--- src/rtl/supervisor_pkg.sv ---
// supervisor_pkg: constants shared by the upgrade supervisor files
// assumes one 250 MHz clock
package supervisor_pkg;

  // serial flash copy window
  localparam logic [23:0] SF_IMAGE_BASE = 24'h90_0000;  // new image start
  localparam logic [23:0] PF_IMAGE_BASE = 24'h00_0000;  // source image start
  localparam logic [23:0] IMAGE_BYTES   = 24'h10_0000;  // bytes copied

  // timing
  localparam int CLK_NS         = 4;          // system clock period
  localparam int EXT_CLK_NS     = 100;        // 10 MHz clock period
  localparam int KICK_EXT_CYC   = 33554432;   // kick interval, 10 MHz cycles
  localparam int KICK_CYC       = KICK_EXT_CYC * (EXT_CLK_NS / CLK_NS);
  localparam int WD_TIMEOUT_CYC = 40894464;   // timeout, 10 MHz cycles
  localparam int WD_UNIT_CYC    = 131072;     // timeout field granularity
  localparam int BLINK_HALF_MS  = 250;        // blink half period
  localparam int BLINK_CYC      = BLINK_HALF_MS * (1000000 / CLK_NS);
  localparam logic [1:0] BOOT_WAIT = 2'h3;    // strap settle cycles

  // parameter codes
  localparam logic [2:0] PRM_SOURCE  = 3'h0;
  localparam logic [2:0] PRM_WD_TIME = 3'h2;
  localparam logic [2:0] PRM_WD_EN   = 3'h3;
  localparam logic [2:0] PRM_PAGE    = 3'h4;
  localparam logic [2:0] PRM_ANF     = 3'h5;
  localparam logic [23:0] WD_TIME_VAL = 24'(WD_TIMEOUT_CYC / WD_UNIT_CYC);
  localparam logic [23:0] ONE_24      = 24'h00_0001;
  localparam logic [1:0]  LAST_STEP   = 2'h3;

  // source bit positions
  localparam int SRC_CRC         = 0;
  localparam int SRC_STATUS_PIN  = 1;
  localparam int SRC_CORE_RESTART = 2;
  localparam int SRC_EXT_RESTART = 3;
  localparam int SRC_WDOG        = 4;

  // led pattern: on and blink bits
  typedef struct packed {
    logic [2:0] on;
    logic [2:0] blink;
  } led_pat_t;

  // register map, byte offsets
  localparam logic [7:0] OFS_CTRL     = 8'h00;
  localparam logic [7:0] OFS_STATUS   = 8'h04;
  localparam logic [7:0] OFS_IRQ_STAT = 8'h08;
  localparam logic [7:0] OFS_IRQ_MASK = 8'h0C;
  localparam int CTRL_KICK_EN  = 0;
  localparam int CTRL_START    = 1;
  localparam int CTRL_COPY_EN  = 2;
  localparam logic [2:0] CTRL_RST = 3'h5;
  localparam int IRQ_SRC_READ  = 0;
  localparam int IRQ_COPY_DONE = 1;
  localparam int IRQ_POF       = 2;
  localparam logic [2:0] IRQ_RST = 3'h0;

endpackage

--- src/rtl/copy_if.sv ---
// copy_if: supervisor to copier link
// assumes both ends share clk
`timescale 1ns/1ns
interface copy_if;
  logic        go;       // copy wanted
  logic        hold;     // hold pin
  logic        done;     // end pulse
  logic        active;   // copy running
  logic [23:0] pf_addr;  // pf address
  logic        pf_rd;    // parallel flash read pulse
  logic [7:0]  pf_data;  // parallel flash byte
  logic        pf_valid; // byte valid
  logic [23:0] sf_addr;  // sf address
  logic [7:0]  sf_data;  // serial flash byte
  logic        sf_wr;    // serial flash write pulse
  logic        sf_busy;  // serial flash busy

  modport engine (input go, hold, pf_data, pf_valid, sf_busy,
                  output done, active, pf_addr, pf_rd, sf_addr, sf_data, sf_wr);
  modport ctrl   (output go, hold, pf_data, pf_valid, sf_busy,
                  input done, active, pf_addr, pf_rd, sf_addr, sf_data, sf_wr);
endinterface

--- src/rtl/image_copier.sv ---
// image_copier: byte copy into serial flash
// assumes pf_valid answers pf_rd
`timescale 1ns/1ns
module image_copier
  import supervisor_pkg::*;
(
  input wire logic clk,
  input wire logic sys_rst,
  copy_if.engine   cp
);
  typedef enum logic [4:0] {
    C_IDLE  = 5'h01,
    C_READ  = 5'h02,
    C_WRITE = 5'h04,
    C_WAIT  = 5'h08,
    C_DONE  = 5'h10
  } c_state_t;

  c_state_t    state_q;  // copy sequence
  logic [23:0] cnt_q;    // bytes written
  logic        pf_rd_q;  // read pulse
  logic        sf_wr_q;  // write pulse
  logic [7:0]  data_q;   // byte in flight

  assign cp.pf_rd   = pf_rd_q;
  assign cp.sf_wr   = sf_wr_q;
  assign cp.sf_data = data_q;
  assign cp.pf_addr = PF_IMAGE_BASE + cnt_q;
  assign cp.sf_addr = SF_IMAGE_BASE + cnt_q;  // [RULE1]
  assign cp.done    = (state_q == C_DONE);
  assign cp.active  = (state_q != C_IDLE);

  ////////////////////////////////////////////////////////////////
  // read, write, wait for flash, repeat
  always_ff @(posedge clk or posedge sys_rst)
  begin
    if (sys_rst)
    begin
      state_q <= C_IDLE;
      cnt_q   <= 24'h0;
      pf_rd_q <= 1'b0;
      sf_wr_q <= 1'b0;
      data_q  <= 8'h0;
    end
    else
    begin
      pf_rd_q <= 1'b0;
      sf_wr_q <= 1'b0;
      case (state_q)
        C_IDLE:
        begin
          // low hold lets copy start
          if (cp.go && !cp.hold)  // [RULE4]
          begin
            state_q <= C_READ;
            pf_rd_q <= 1'b1;
          end
        end
        C_READ:
        begin
          if (cp.hold)
            state_q <= C_IDLE;
          else if (cp.pf_valid)
          begin
            data_q  <= cp.pf_data;
            sf_wr_q <= 1'b1;  // [RULE1]
            state_q <= C_WRITE;
          end
        end
        C_WRITE: state_q <= C_WAIT;
        C_WAIT:
        begin
          // next byte once flash free
          if (!cp.sf_busy)
          begin
            if (cnt_q == IMAGE_BYTES - ONE_24)
              state_q <= C_DONE;
            else if (cp.hold)
            begin
              cnt_q   <= cnt_q + ONE_24;
              state_q <= C_IDLE;
            end
            else
            begin
              cnt_q   <= cnt_q + ONE_24;
              pf_rd_q <= 1'b1;
              state_q <= C_READ;
            end
          end
        end
        C_DONE:
        begin
          cnt_q   <= 24'h0;
          state_q <= C_IDLE;
        end
        default: state_q <= C_IDLE;
      endcase
    end
  end
endmodule

--- src/rtl/upgrade_supervisor.sv ---
// upgrade_supervisor: factory and app logic
// source read, param writes, watchdog kicks,
// image copy and status leds
// assumes ports on clk;
// straps, buttons async
`timescale 1ns/1ns

// Behaviour
// RULE1 - copy new image to serial flash at 0x900000
// RULE2 - application reconfigures to factory after copy
// RULE3 - factory reads source then loads new image
// RULE4 - hold pin low runs copy, high stops
// RULE5 - application periodically restarts the watchdog
// RULE6 - missed restart reloads factory, source recorded
// RULE7 - factory programs 40,894,464 cycle watchdog timeout
// RULE8 - restart every 33,554,432 ten-MHz cycles
// RULE9 - factory shows source on three leds
// RULE10 - power up shows all leds on
// RULE11 - status pin error 000, crc error 010
// RULE12 - core restart 101, external restart 001
// RULE13 - watchdog expiry shows 110
// RULE14 - invalid image: led2 blinks, others off
// RULE15 - application idle: led1 on, others blink
// RULE16 - application copying: all three blink
// RULE17 - one on, zero off, x blinking
// RULE18 - source read: param zero, strobe, await busy
// RULE19 - blink from divided clock, visible rate
module upgrade_supervisor
  import supervisor_pkg::*;
#(
  parameter int KICK_COUNT  = KICK_CYC,   // watchdog restart interval
  parameter int BLINK_COUNT = BLINK_CYC   // blink half period
)
(
  input  wire logic        clk,
  input  wire logic        sys_rst,
  input  wire logic        app_image_pin,
  input  wire logic        update_hold_pin,
  input  wire logic        start_write_pin,
  input  wire logic [7:0]  reg_addr,
  input  wire logic [31:0] reg_wdata,
  input  wire logic        reg_wr,
  input  wire logic        reg_rd,
  output logic      [31:0] reg_rdata,
  output logic             irq,
  output logic      [2:0]  ru_param,
  output logic             ru_read,
  output logic             ru_write,
  output logic      [23:0] ru_data_in,
  input  wire logic        ru_busy,
  input  wire logic [23:0] ru_data_out,
  input  wire logic        ru_pof_error,
  output logic             ru_reconfig,
  output logic             wd_reset,
  output logic      [23:0] pf_addr,
  output logic             pf_rd,
  input  wire logic [7:0]  pf_data,
  input  wire logic        pf_valid,
  output logic      [23:0] sf_addr,
  output logic      [7:0]  sf_data,
  output logic             sf_wr,
  input  wire logic        sf_busy,
  output logic      [2:0]  led
);
  import supervisor_pkg::*;

  typedef enum logic [7:0] {
    F_BOOT   = 8'h01,
    F_READ   = 8'h02,
    F_RWAIT  = 8'h04,
    F_REPORT = 8'h08,
    F_WRITE  = 8'h10,
    F_WWAIT  = 8'h20,
    F_RECONF = 8'h40,
    F_APP    = 8'h80
  } f_state_t;

  ////////////////////////////////////////////////////////////////
  // functions

  // led pattern for a source word
  function automatic led_pat_t src_pattern(input logic [4:0] s);
    led_pat_t p;
    p.blink = 3'h0;
    if (s[SRC_WDOG])
      p.on = 3'h6;                  // [RULE13]
    else if (s[SRC_EXT_RESTART])
      p.on = 3'h1;                  // [RULE12]
    else if (s[SRC_CORE_RESTART])
      p.on = 3'h5;                  // [RULE12]
    else if (s[SRC_CRC])
      p.on = 3'h2;                  // [RULE11]
    else if (s[SRC_STATUS_PIN])
      p.on = 3'h0;                  // [RULE11]
    else
      p.on = 3'h7;                  // [RULE10]
    return p;
  endfunction

  // param code and value per step
  function automatic logic [26:0] step_word(input logic [1:0] i);
    case (i)
      2'h0:    return {PRM_PAGE, SF_IMAGE_BASE};  // [RULE3]
      2'h1:    return {PRM_WD_TIME, WD_TIME_VAL}; // [RULE7]
      2'h2:    return {PRM_WD_EN, ONE_24};        // [RULE7]
      default: return {PRM_ANF, ONE_24};          // [RULE3]
    endcase
  endfunction

  ////////////////////////////////////////////////////////////////
  // declarations
  logic [2:0]  sync1_q;      // sync stage 1
  logic [2:0]  sync2_q;      // sync stage 2
  logic        app_q;        // app image running
  f_state_t    f_state_q;    // factory sequence
  logic [1:0]  boot_q;       // strap settle counter
  logic [1:0]  step_q;       // parameter write step
  logic        seen_q;       // busy seen high
  logic [4:0]  src_q;        // captured source
  logic        src_ev;       // source captured
  logic        pof_q;        // invalid image observed
  logic        pof_d1_q;     // pof edge detect
  logic        copied_q;     // copy finished once
  logic [2:0]  ctrl_q;       // control register
  logic [2:0]  irq_stat_q;   // sticky events
  logic [2:0]  irq_mask_q;   // event mask
  logic [2:0]  irq_ev;       // events this cycle
  logic [2:0]  irq_stat_d;   // next sticky value
  logic        start_req;    // start pin or soft start
  logic [31:0] kick_cnt_q;   // restart timer
  logic [31:0] blink_cnt_q;  // blink divider
  logic        blink_q;      // blink phase
  led_pat_t    pat;          // current led pattern
  logic [31:0] rd_word;      // read mux
  logic        wr_ctrl;      // control write
  copy_if      cp ();        // copier link

  ////////////////////////////////////////////////////////////////
  // pin synchronisers
  always_ff @(posedge clk or posedge sys_rst)
  begin
    if (sys_rst)
    begin
      sync1_q <= 3'h0;
      sync2_q <= 3'h0;
    end
    else
    begin
      sync1_q <= {start_write_pin, update_hold_pin, app_image_pin};
      sync2_q <= sync1_q;
    end
  end

  assign start_req = sync2_q[2] | ctrl_q[CTRL_START];
  assign wr_ctrl   = reg_wr && (reg_addr == OFS_CTRL);

  ////////////////////////////////////////////////////////////////
  // factory: read source, report, write params, reconfigure
  always_ff @(posedge clk or posedge sys_rst)
  begin
    if (sys_rst)
    begin
      f_state_q  <= F_BOOT;
      boot_q     <= 2'h0;
      step_q     <= 2'h0;
      seen_q     <= 1'b0;
      src_q      <= 5'h0;
      app_q      <= 1'b0;
      ru_param   <= 3'h0;
      ru_read    <= 1'b0;
      ru_write   <= 1'b0;
      ru_data_in <= 24'h0;
    end
    else
    begin
      ru_read  <= 1'b0;
      ru_write <= 1'b0;
      case (f_state_q)
        F_BOOT:
        begin
          // latch image type once strap settled
          boot_q <= boot_q + 2'h1;
          if (boot_q == BOOT_WAIT)
          begin
            app_q <= sync2_q[0];
            if (sync2_q[0])
              f_state_q <= F_APP;
            else
            begin
              ru_param  <= PRM_SOURCE;  // [RULE18]
              ru_read   <= 1'b1;        // [RULE18]
              f_state_q <= F_READ;
            end
          end
        end
        F_READ:
        begin
          // busy rises after the strobe
          seen_q    <= 1'b0;
          f_state_q <= F_RWAIT;
        end
        F_RWAIT:
        begin
          if (ru_busy)
            seen_q <= 1'b1;
          else if (seen_q)
          begin
            src_q     <= ru_data_out[4:0];  // [RULE18]
            f_state_q <= F_REPORT;
          end
        end
        F_REPORT:
        begin
          // hold source until start
          if (start_req)
          begin
            step_q    <= 2'h0;
            f_state_q <= F_WRITE;
          end
        end
        F_WRITE:
        begin
          {ru_param, ru_data_in} <= step_word(step_q);
          ru_write  <= 1'b1;
          seen_q    <= 1'b0;
          f_state_q <= F_WWAIT;
        end
        F_WWAIT:
        begin
          if (ru_busy)
            seen_q <= 1'b1;
          else if (seen_q && !ru_write)
          begin
            step_q <= step_q + 2'h1;
            if (step_q == LAST_STEP)
              f_state_q <= F_RECONF;  // [RULE3]
            else
              f_state_q <= F_WRITE;
          end
        end
        F_RECONF:
        begin
          // refused image: report, wait again
          if (ru_pof_error)
            f_state_q <= F_REPORT;
        end
        F_APP:   f_state_q <= F_APP;
        default: f_state_q <= F_BOOT;
      endcase
    end
  end

  assign src_ev = (f_state_q == F_RWAIT) && !ru_busy && seen_q;

  ////////////////////////////////////////////////////////////////
  // reconfig pulse: factory to new, app to factory
  always_ff @(posedge clk or posedge sys_rst)
  begin
    if (sys_rst)
      ru_reconfig <= 1'b0;
    else
      ru_reconfig <= ((f_state_q == F_WWAIT) && (step_q == LAST_STEP)
                      && seen_q && !ru_busy)           // [RULE3]
                     || (app_q && cp.done);            // [RULE2]
  end

  ////////////////////////////////////////////////////////////////
  // invalid image flag, copy done
  always_ff @(posedge clk or posedge sys_rst)
  begin
    if (sys_rst)
    begin
      pof_q    <= 1'b0;
      pof_d1_q <= 1'b0;
      copied_q <= 1'b0;
    end
    else
    begin
      pof_d1_q <= ru_pof_error;
      if (ru_pof_error)
        pof_q <= 1'b1;  // [RULE14]
      else if (f_state_q == F_WRITE)
        pof_q <= 1'b0;
      if (cp.done)
        copied_q <= 1'b1;
    end
  end

  ////////////////////////////////////////////////////////////////
  // image copier
  assign cp.go       = app_q && ctrl_q[CTRL_COPY_EN] && !copied_q;
  assign cp.hold     = sync2_q[1];  // [RULE4]
  assign cp.pf_data  = pf_data;
  assign cp.pf_valid = pf_valid;
  assign cp.sf_busy  = sf_busy;
  assign pf_addr     = cp.pf_addr;
  assign pf_rd       = cp.pf_rd;
  assign sf_addr     = cp.sf_addr;
  assign sf_data     = cp.sf_data;
  assign sf_wr       = cp.sf_wr;

  image_copier u_copier (
    .clk     (clk),
    .sys_rst (sys_rst),
    .cp      (cp)
  );

  ////////////////////////////////////////////////////////////////
  // watchdog restart pulse per interval
  always_ff @(posedge clk or posedge sys_rst)
  begin
    if (sys_rst)
    begin
      kick_cnt_q <= 32'h0;
      wd_reset   <= 1'b0;
    end
    else
    begin
      wd_reset <= 1'b0;
      if (!app_q || !ctrl_q[CTRL_KICK_EN])
        kick_cnt_q <= 32'h0;  // a stalled kick lets the timer expire [RULE6]
      else if (kick_cnt_q == 32'(KICK_COUNT - 1))
      begin
        kick_cnt_q <= 32'h0;
        wd_reset   <= 1'b1;  // [RULE5] [RULE8]
      end
      else
        kick_cnt_q <= kick_cnt_q + 32'h1;
    end
  end

  ////////////////////////////////////////////////////////////////
  // blink divider
  always_ff @(posedge clk or posedge sys_rst)
  begin
    if (sys_rst)
    begin
      blink_cnt_q <= 32'h0;
      blink_q     <= 1'b0;
    end
    else if (blink_cnt_q == 32'(BLINK_COUNT - 1))
    begin
      blink_cnt_q <= 32'h0;
      blink_q     <= ~blink_q;  // [RULE19]
    end
    else
      blink_cnt_q <= blink_cnt_q + 32'h1;
  end

  ////////////////////////////////////////////////////////////////
  // led pattern selection
  always_comb
  begin
    pat = src_pattern(src_q);  // [RULE9]
    if (app_q)
    begin
      if (cp.active)
        pat = '{on: 3'h0, blink: 3'h7};  // [RULE16]
      else
        pat = '{on: 3'h2, blink: 3'h5};  // [RULE15]
    end
    else if (pof_q)
      pat = '{on: 3'h0, blink: 3'h4};    // [RULE14]
    else if (f_state_q == F_BOOT || f_state_q == F_READ || f_state_q == F_RWAIT)
      pat = '{on: 3'h0, blink: 3'h0};
  end

  // blink bits follow the phase
  always_ff @(posedge clk or posedge sys_rst)
  begin
    if (sys_rst)
      led <= 3'h0;
    else
      led <= pat.on | (pat.blink & {3{blink_q}});  // [RULE17]
  end

  ////////////////////////////////////////////////////////////////
  // control and mask registers
  always_ff @(posedge clk or posedge sys_rst)
  begin
    if (sys_rst)
    begin
      ctrl_q     <= CTRL_RST;
      irq_mask_q <= IRQ_RST;
    end
    else
    begin
      ctrl_q[CTRL_START] <= 1'b0;  // soft start is a pulse
      if (wr_ctrl)
        ctrl_q <= reg_wdata[2:0];
      if (reg_wr && reg_addr == OFS_IRQ_MASK)
        irq_mask_q <= reg_wdata[2:0];
    end
  end

  ////////////////////////////////////////////////////////////////
  // sticky events: set beats clear
  always_comb
  begin
    irq_ev                = 3'h0;
    irq_ev[IRQ_SRC_READ]  = src_ev;
    irq_ev[IRQ_COPY_DONE] = cp.done;
    irq_ev[IRQ_POF]       = ru_pof_error && !pof_d1_q;
    irq_stat_d            = irq_stat_q;
    if (reg_wr && reg_addr == OFS_IRQ_STAT)
      irq_stat_d = irq_stat_q & ~reg_wdata[2:0];
    irq_stat_d = irq_stat_d | irq_ev;
  end

  always_ff @(posedge clk or posedge sys_rst)
  begin
    if (sys_rst)
    begin
      irq_stat_q <= IRQ_RST;
      irq        <= 1'b0;
    end
    else
    begin
      irq_stat_q <= irq_stat_d;
      irq        <= |(irq_stat_d & irq_mask_q);
    end
  end

  ////////////////////////////////////////////////////////////////
  // read mux, unmapped read zero
  always_comb
  begin
    rd_word = 32'h0;
    case (reg_addr)
      OFS_CTRL:     rd_word[2:0] = ctrl_q;
      OFS_STATUS:   rd_word[10:0] = {led, pof_q, cp.active, app_q, src_q};
      OFS_IRQ_STAT: rd_word[2:0] = irq_stat_q;
      OFS_IRQ_MASK: rd_word[2:0] = irq_mask_q;
      default:      rd_word = 32'h0;
    endcase
  end

  // data only in the cycle after the strobe
  always_ff @(posedge clk or posedge sys_rst)
  begin
    if (sys_rst)
      reg_rdata <= 32'h0;
    else if (reg_rd)
      reg_rdata <= rd_word;
    else
      reg_rdata <= 32'h0;
  end
endmodule

--- config.mk ---
export PLATFORM = sky130hd
export DESIGN_NAME = upgrade_supervisor
export DESIGN_NICKNAME = d
export VERILOG_FILES = /design/src/rtl/supervisor_pkg.sv /design/src/rtl/copy_if.sv /design/src/rtl/image_copier.sv /design/src/rtl/upgrade_supervisor.sv
export SDC_FILE = /design/constraint.sdc
export NUM_CORES = 1
export LEC_CHECK = 0
export BUFFER_PORTS_ARGS = -buffer_cell sky130_fd_sc_hd__buf_4
export CAP_MARGIN = 20
export CORE_MARGIN = 1.5
export CORE_UTILIZATION = 55
export DETAILED_ROUTE_END_ITERATION = 6
export PLACE_DENSITY = 0.79
export SYNTH_ARGS = -nofsm -noshare
export SYNTH_HDL_FRONTEND = slang
export SYNTH_HIERARCHICAL = 1
export SYNTH_SLANG_ARGS = --single-unit
--- constraint.sdc ---
create_clock -name clk -period 5.7 [get_ports clk]
set_clock_uncertainty 0.05 [all_clocks]
set_input_delay 0.57 -clock clk [delete_from_list [all_inputs] [get_ports clk]]
set_output_delay 0.57 -clock clk [all_outputs]
set_load 0.01 [all_outputs]
==> impl_metrics.py <==
metrics = {
    "cts": {
        "clock-sinks": 166,
        "cts_tree": "done",
        "clk-insertion-delay-late_ps": 420,
        "cts_htree_levels": 4,
        "cts_setup_buffers": 0,
        "tritoncts.num_buffers": 17,
        "clockRootBuffer": "clkbuf_16",
        "post_cts.resized_instances": 0,
        "cts_max_path_buffers": 2,
        "clkSlewWorstSetupHoldPaths_ps": 60,
        "post_cts_hold_buffer_count": 0,
    },
    "routing": {
        "detail_route.drc_violations": 0,
        "routed_wirelength_um": 17800,
        "drt_pass1_iterations": 4,
        "detail_route.wl_per_cell_um": 15.8,
        "detailed_route_via_count": 6390,
        "antenna_left": 0,
        "vias_per_cell": 5.66,
        "initialDrtViolationCount": 496,
    },
    "floorplanning": {
        "initial_utilization_pct": 56.4,
        "die_area_sq_um": 16400,
        "cell_row_count": 45,
        "die_height_um": 128,
        "ios": 208,
        "design.core.area_sq_um": 15200,
        "die-width_um": 128,
    },
    "placement": {
        "placement.io_buffers": 121,
        "dpl-instance-area_sq_um": 9300,
        "routability_cong": 0.858,
        "hpwl_reported_at_the_end_of_detailed_placement_um": 12400,
    },
    "critical_path": {
        "cp.required_ps": 5960,
        "path_cells": "and4_1 > nand3_1 > nor4_1 > nand3b_1 > buf_4 > nor2_1",
        "critical_path_cell_count": 6,
        "critical_path.reg2reg.endpoint": "kick_cnt_q[29]$_DFF_PP0_",
        "critical_path_peak_fanout": 18,
        "cpPeakStageDelay_ps": 490,
        "startpoint": "kick_cnt_q[7]$_DFF_PP0_",
        "endpoint_kind": "flop",
        "worst_ep_arrival_time_ps": 2900,
        "crit_path_start_kind": "flop",
        "crit_path_top_delay_cell": "nand3b_1",
        "reg2reg_slack_ps": 3060,
        "cp_top_family": "simple AND/OR/NAND/NOR gates",
        "critical_path.reg2reg.startpoint": "kick_cnt_q[7]$_DFF_PP0_",
        "criticalPathCategory": "flop to flop",
        "timing.reg2reg.worst_path_depth": 6,
        "path_buf_inv": 1,
    },
    "run": {
        "timing.max_cap.violations": 0,
    },
    "sta": {
        "grt_setup_unrepaired": "false",
        "hold_ws_ps": 201,
        "max_slew_margin_pct": 39.1,
        "part_of_the_cycle_the_worst_path_needs_pct": 46.3,
        "timing.final.setup_violations": 0,
        "totalNegativeSetupSlack_ps": 0,
        "timing_hold_violations_final": 0,
        "worst_slew_pin_slew_ps": 913,
        "timing.fmax_mhz": 379,
        "finalWorstPathRequiredPeriod_ps": 2640,
        "timing.final.max_slew_violations": 0,
    },
    "worst_hold_path": {
        "holdCritPathClass": "primary input to flop",
        "min_to": "sync1_q[1]$_DFF_PP0_",
        "hold_start": "update_hold_pin",
        "holdPathStages": 1,
    },
    "synthesis": {
        "synth.avg_cell_area_sq_um": 10.3,
        "synthArstFlopShare_pct": 100,
        "synth_warnings": 6,
        "synthesis.instances": 832,
        "dominantRegCellSynth": "dfrtp_1",
        "synth-seq-cells": 166,
        "netlist_area_pre_place_sq_um": 8580,
        "ys_types": 80,
        "synth-edff-count": 0,
        "yosysSeqAreaShare_pct": 48.5,
    },
    "power_and_ir_drop": {
        "power.ir.vdd_worst_uv": 194,
        "p_int_mw": 2.01,
        "combinationalPowerShare_pct": 10.6,
        "power_density_nw_per_um2": 273,
        "p_leak_nw": 4.63,
        "pwr-share-seq_pct": 47.4,
        "switching_share_pct": 25.8,
        "p_sw_mw": 0.699,
        "share_of_power_burned_in_the_clock_network_pct": 42.1,
    },
    "grt": {
        "grt_start_max_net_pins": 76,
        "antenna_violations_before_repair": 0,
        "globalRouteTotalUtil_pct": 22.2,
        "grt_pass1_wl_um": 28800,
        "aggregate_global_routing_overflow": 0,
        "number_of_global_route_vias_before_repair": 5692,
    },
    "final_layout": {
        "fraction_of_final_layout_cells_with_drive_strength_greater_than_1_pct": 22.8,
        "antenna_cells": 0,
        "area_growth_pct": 15.4,
        "fin_nets": 1021,
        "finalInstanceArea_sq_um": 9900,
    },
    "status": {
        "run_status": "finished, final reports clean",
    },
}
## per-layer routing
layer | vias up | routed length [um] | GRT usage, % | part of all wire, %
met3 | 14 | 954 | 4.05 | 5.3
met4 | 0 | 173 | 6.68 | 0.97
met2 | 204 | 8700 | 36.5 | 49
li1 | 3039 | - | - | -
met1 | 3133 | 8010 | 30.4 | 45
met5 | - | 0 | 0 | 0
## layout make-up
cell class | instances | area [sq um]
Clock buffer | 18 | 439
Clock inverter | 14 | 151
Fill cell | 1241 | 5300
Inverter | 20 | 77.6
Multi-Input combinational cell | 596 | 3890
Sequential cell | 166 | 4160
Tap cell | 188 | 235
Timing Repair Buffer | 126 | 950
## cells by family after synthesis
group	count (synthesis)	share of synthesized area (%)
fa+ha+maj	11	1.60
xor+xnor	68	6.94
mux	24	3.66
compound gates	89	7.44
other cells	1	0.0437
flops	166	48.5
simple gates	366	24.0
buf+inv	107	7.82
## how the worst max path moves through the flow
| stage | endpoint | slack (ps) |
|---|---|---|
| finish | kick_cnt_q[29]$_DFF_PP0_ | 3060 |
| global route | kick_cnt_q[9]$_DFF_PP0_ | 2800 |
| CTS | kick_cnt_q[9]$_DFF_PP0_ | 3060 |
| detailed placement | kick_cnt_q[12]$_DFF_PP0_ | 3070 |
| global placement | kick_cnt_q[10]$_DFF_PP0_ | 3120 |
| floorplan | app_q$_DFFE_PP0P_ | 1700 |
## through the flow
step | cells | utilization (%) | power, mW | worst slack [ps]
after floorplan | 869 | - | 1.51 | 1700
after global placement | 1095 | 61.2 | 1.58 | 3120
after detailed placement | 1095 | 61.2 | 1.59 | 3070
after CTS | 1127 | 65.0 | 2.73 | 3060
after global routing | 1128 | 65.1 | 2.82 | 2800
final | 1128 | 65.1 | 2.71 | 3060
## power by group through the flow
stage               registers [mW]  logic (mW)  clock network, mW
global route                  1.29       0.317               1.22
detailed placement            1.30       0.286                  0
global placement              1.30       0.280                  0
CTS                           1.28       0.287               1.16
finish                        1.28       0.286               1.14
floorplan                     1.28       0.227                  0
## placed cells by master, fill, tap and decap left out, types with 8 or more instances in the layout
master	Yosys	layout
inv_1	20	19
and3_1	27	27
buf_4	63	125
dfrtp_1	162	162
xor2_1	24	24
mux2_2	20	20
nand3_1	46	46
nor2_1	83	83
conb_1	1	38
xnor2_1	44	44
nor4_1	21	21
a21oi_1	12	12
nand2_1	70	70
ha_1	11	11
and2_1	16	16
nor3_1	8	8
o21ai_0	20	20
nand4_1	20	20
and4_1	10	10
clkbuf_16	0	17
## registers in the layout, summed over array words and instances, names as in the netlist, 5 cells and up
name / flops
blink_cnt_q: 32
f_state_q: 8
src_q: 5
u_copier/state_q: 5
u_copier/cnt_q: 24
kick_cnt_q: 32
reg_rdata: 11
u_copier/cp.sf_data: 8
## Yosys cell counts, types with 7 or more instances
cell type,number,area share (%)
a21oi_1,12,0.70
and2_1,16,1.2
and3_1,27,2.0
and4_1,10,1.0
buf_2,7,0.41
buf_4,63,5.5
clkbuf_1,13,0.57
dfrtp_1,162,47
ha_1,11,1.6
inv_1,20,0.88
mux2_2,20,2.6
nand2_1,70,3.1
nand3_1,46,2.7
nand4_1,20,1.5
nor2_1,83,3.6
nor3_1,8,0.47
nor4_1,21,1.5
nor4b_1,7,0.71
o211ai_1,7,0.61
o21ai_0,20,1.2
or4_1,7,0.61
xnor2_1,44,4.5
xor2_1,24,2.5
Power figures use the tool's default switching activity.
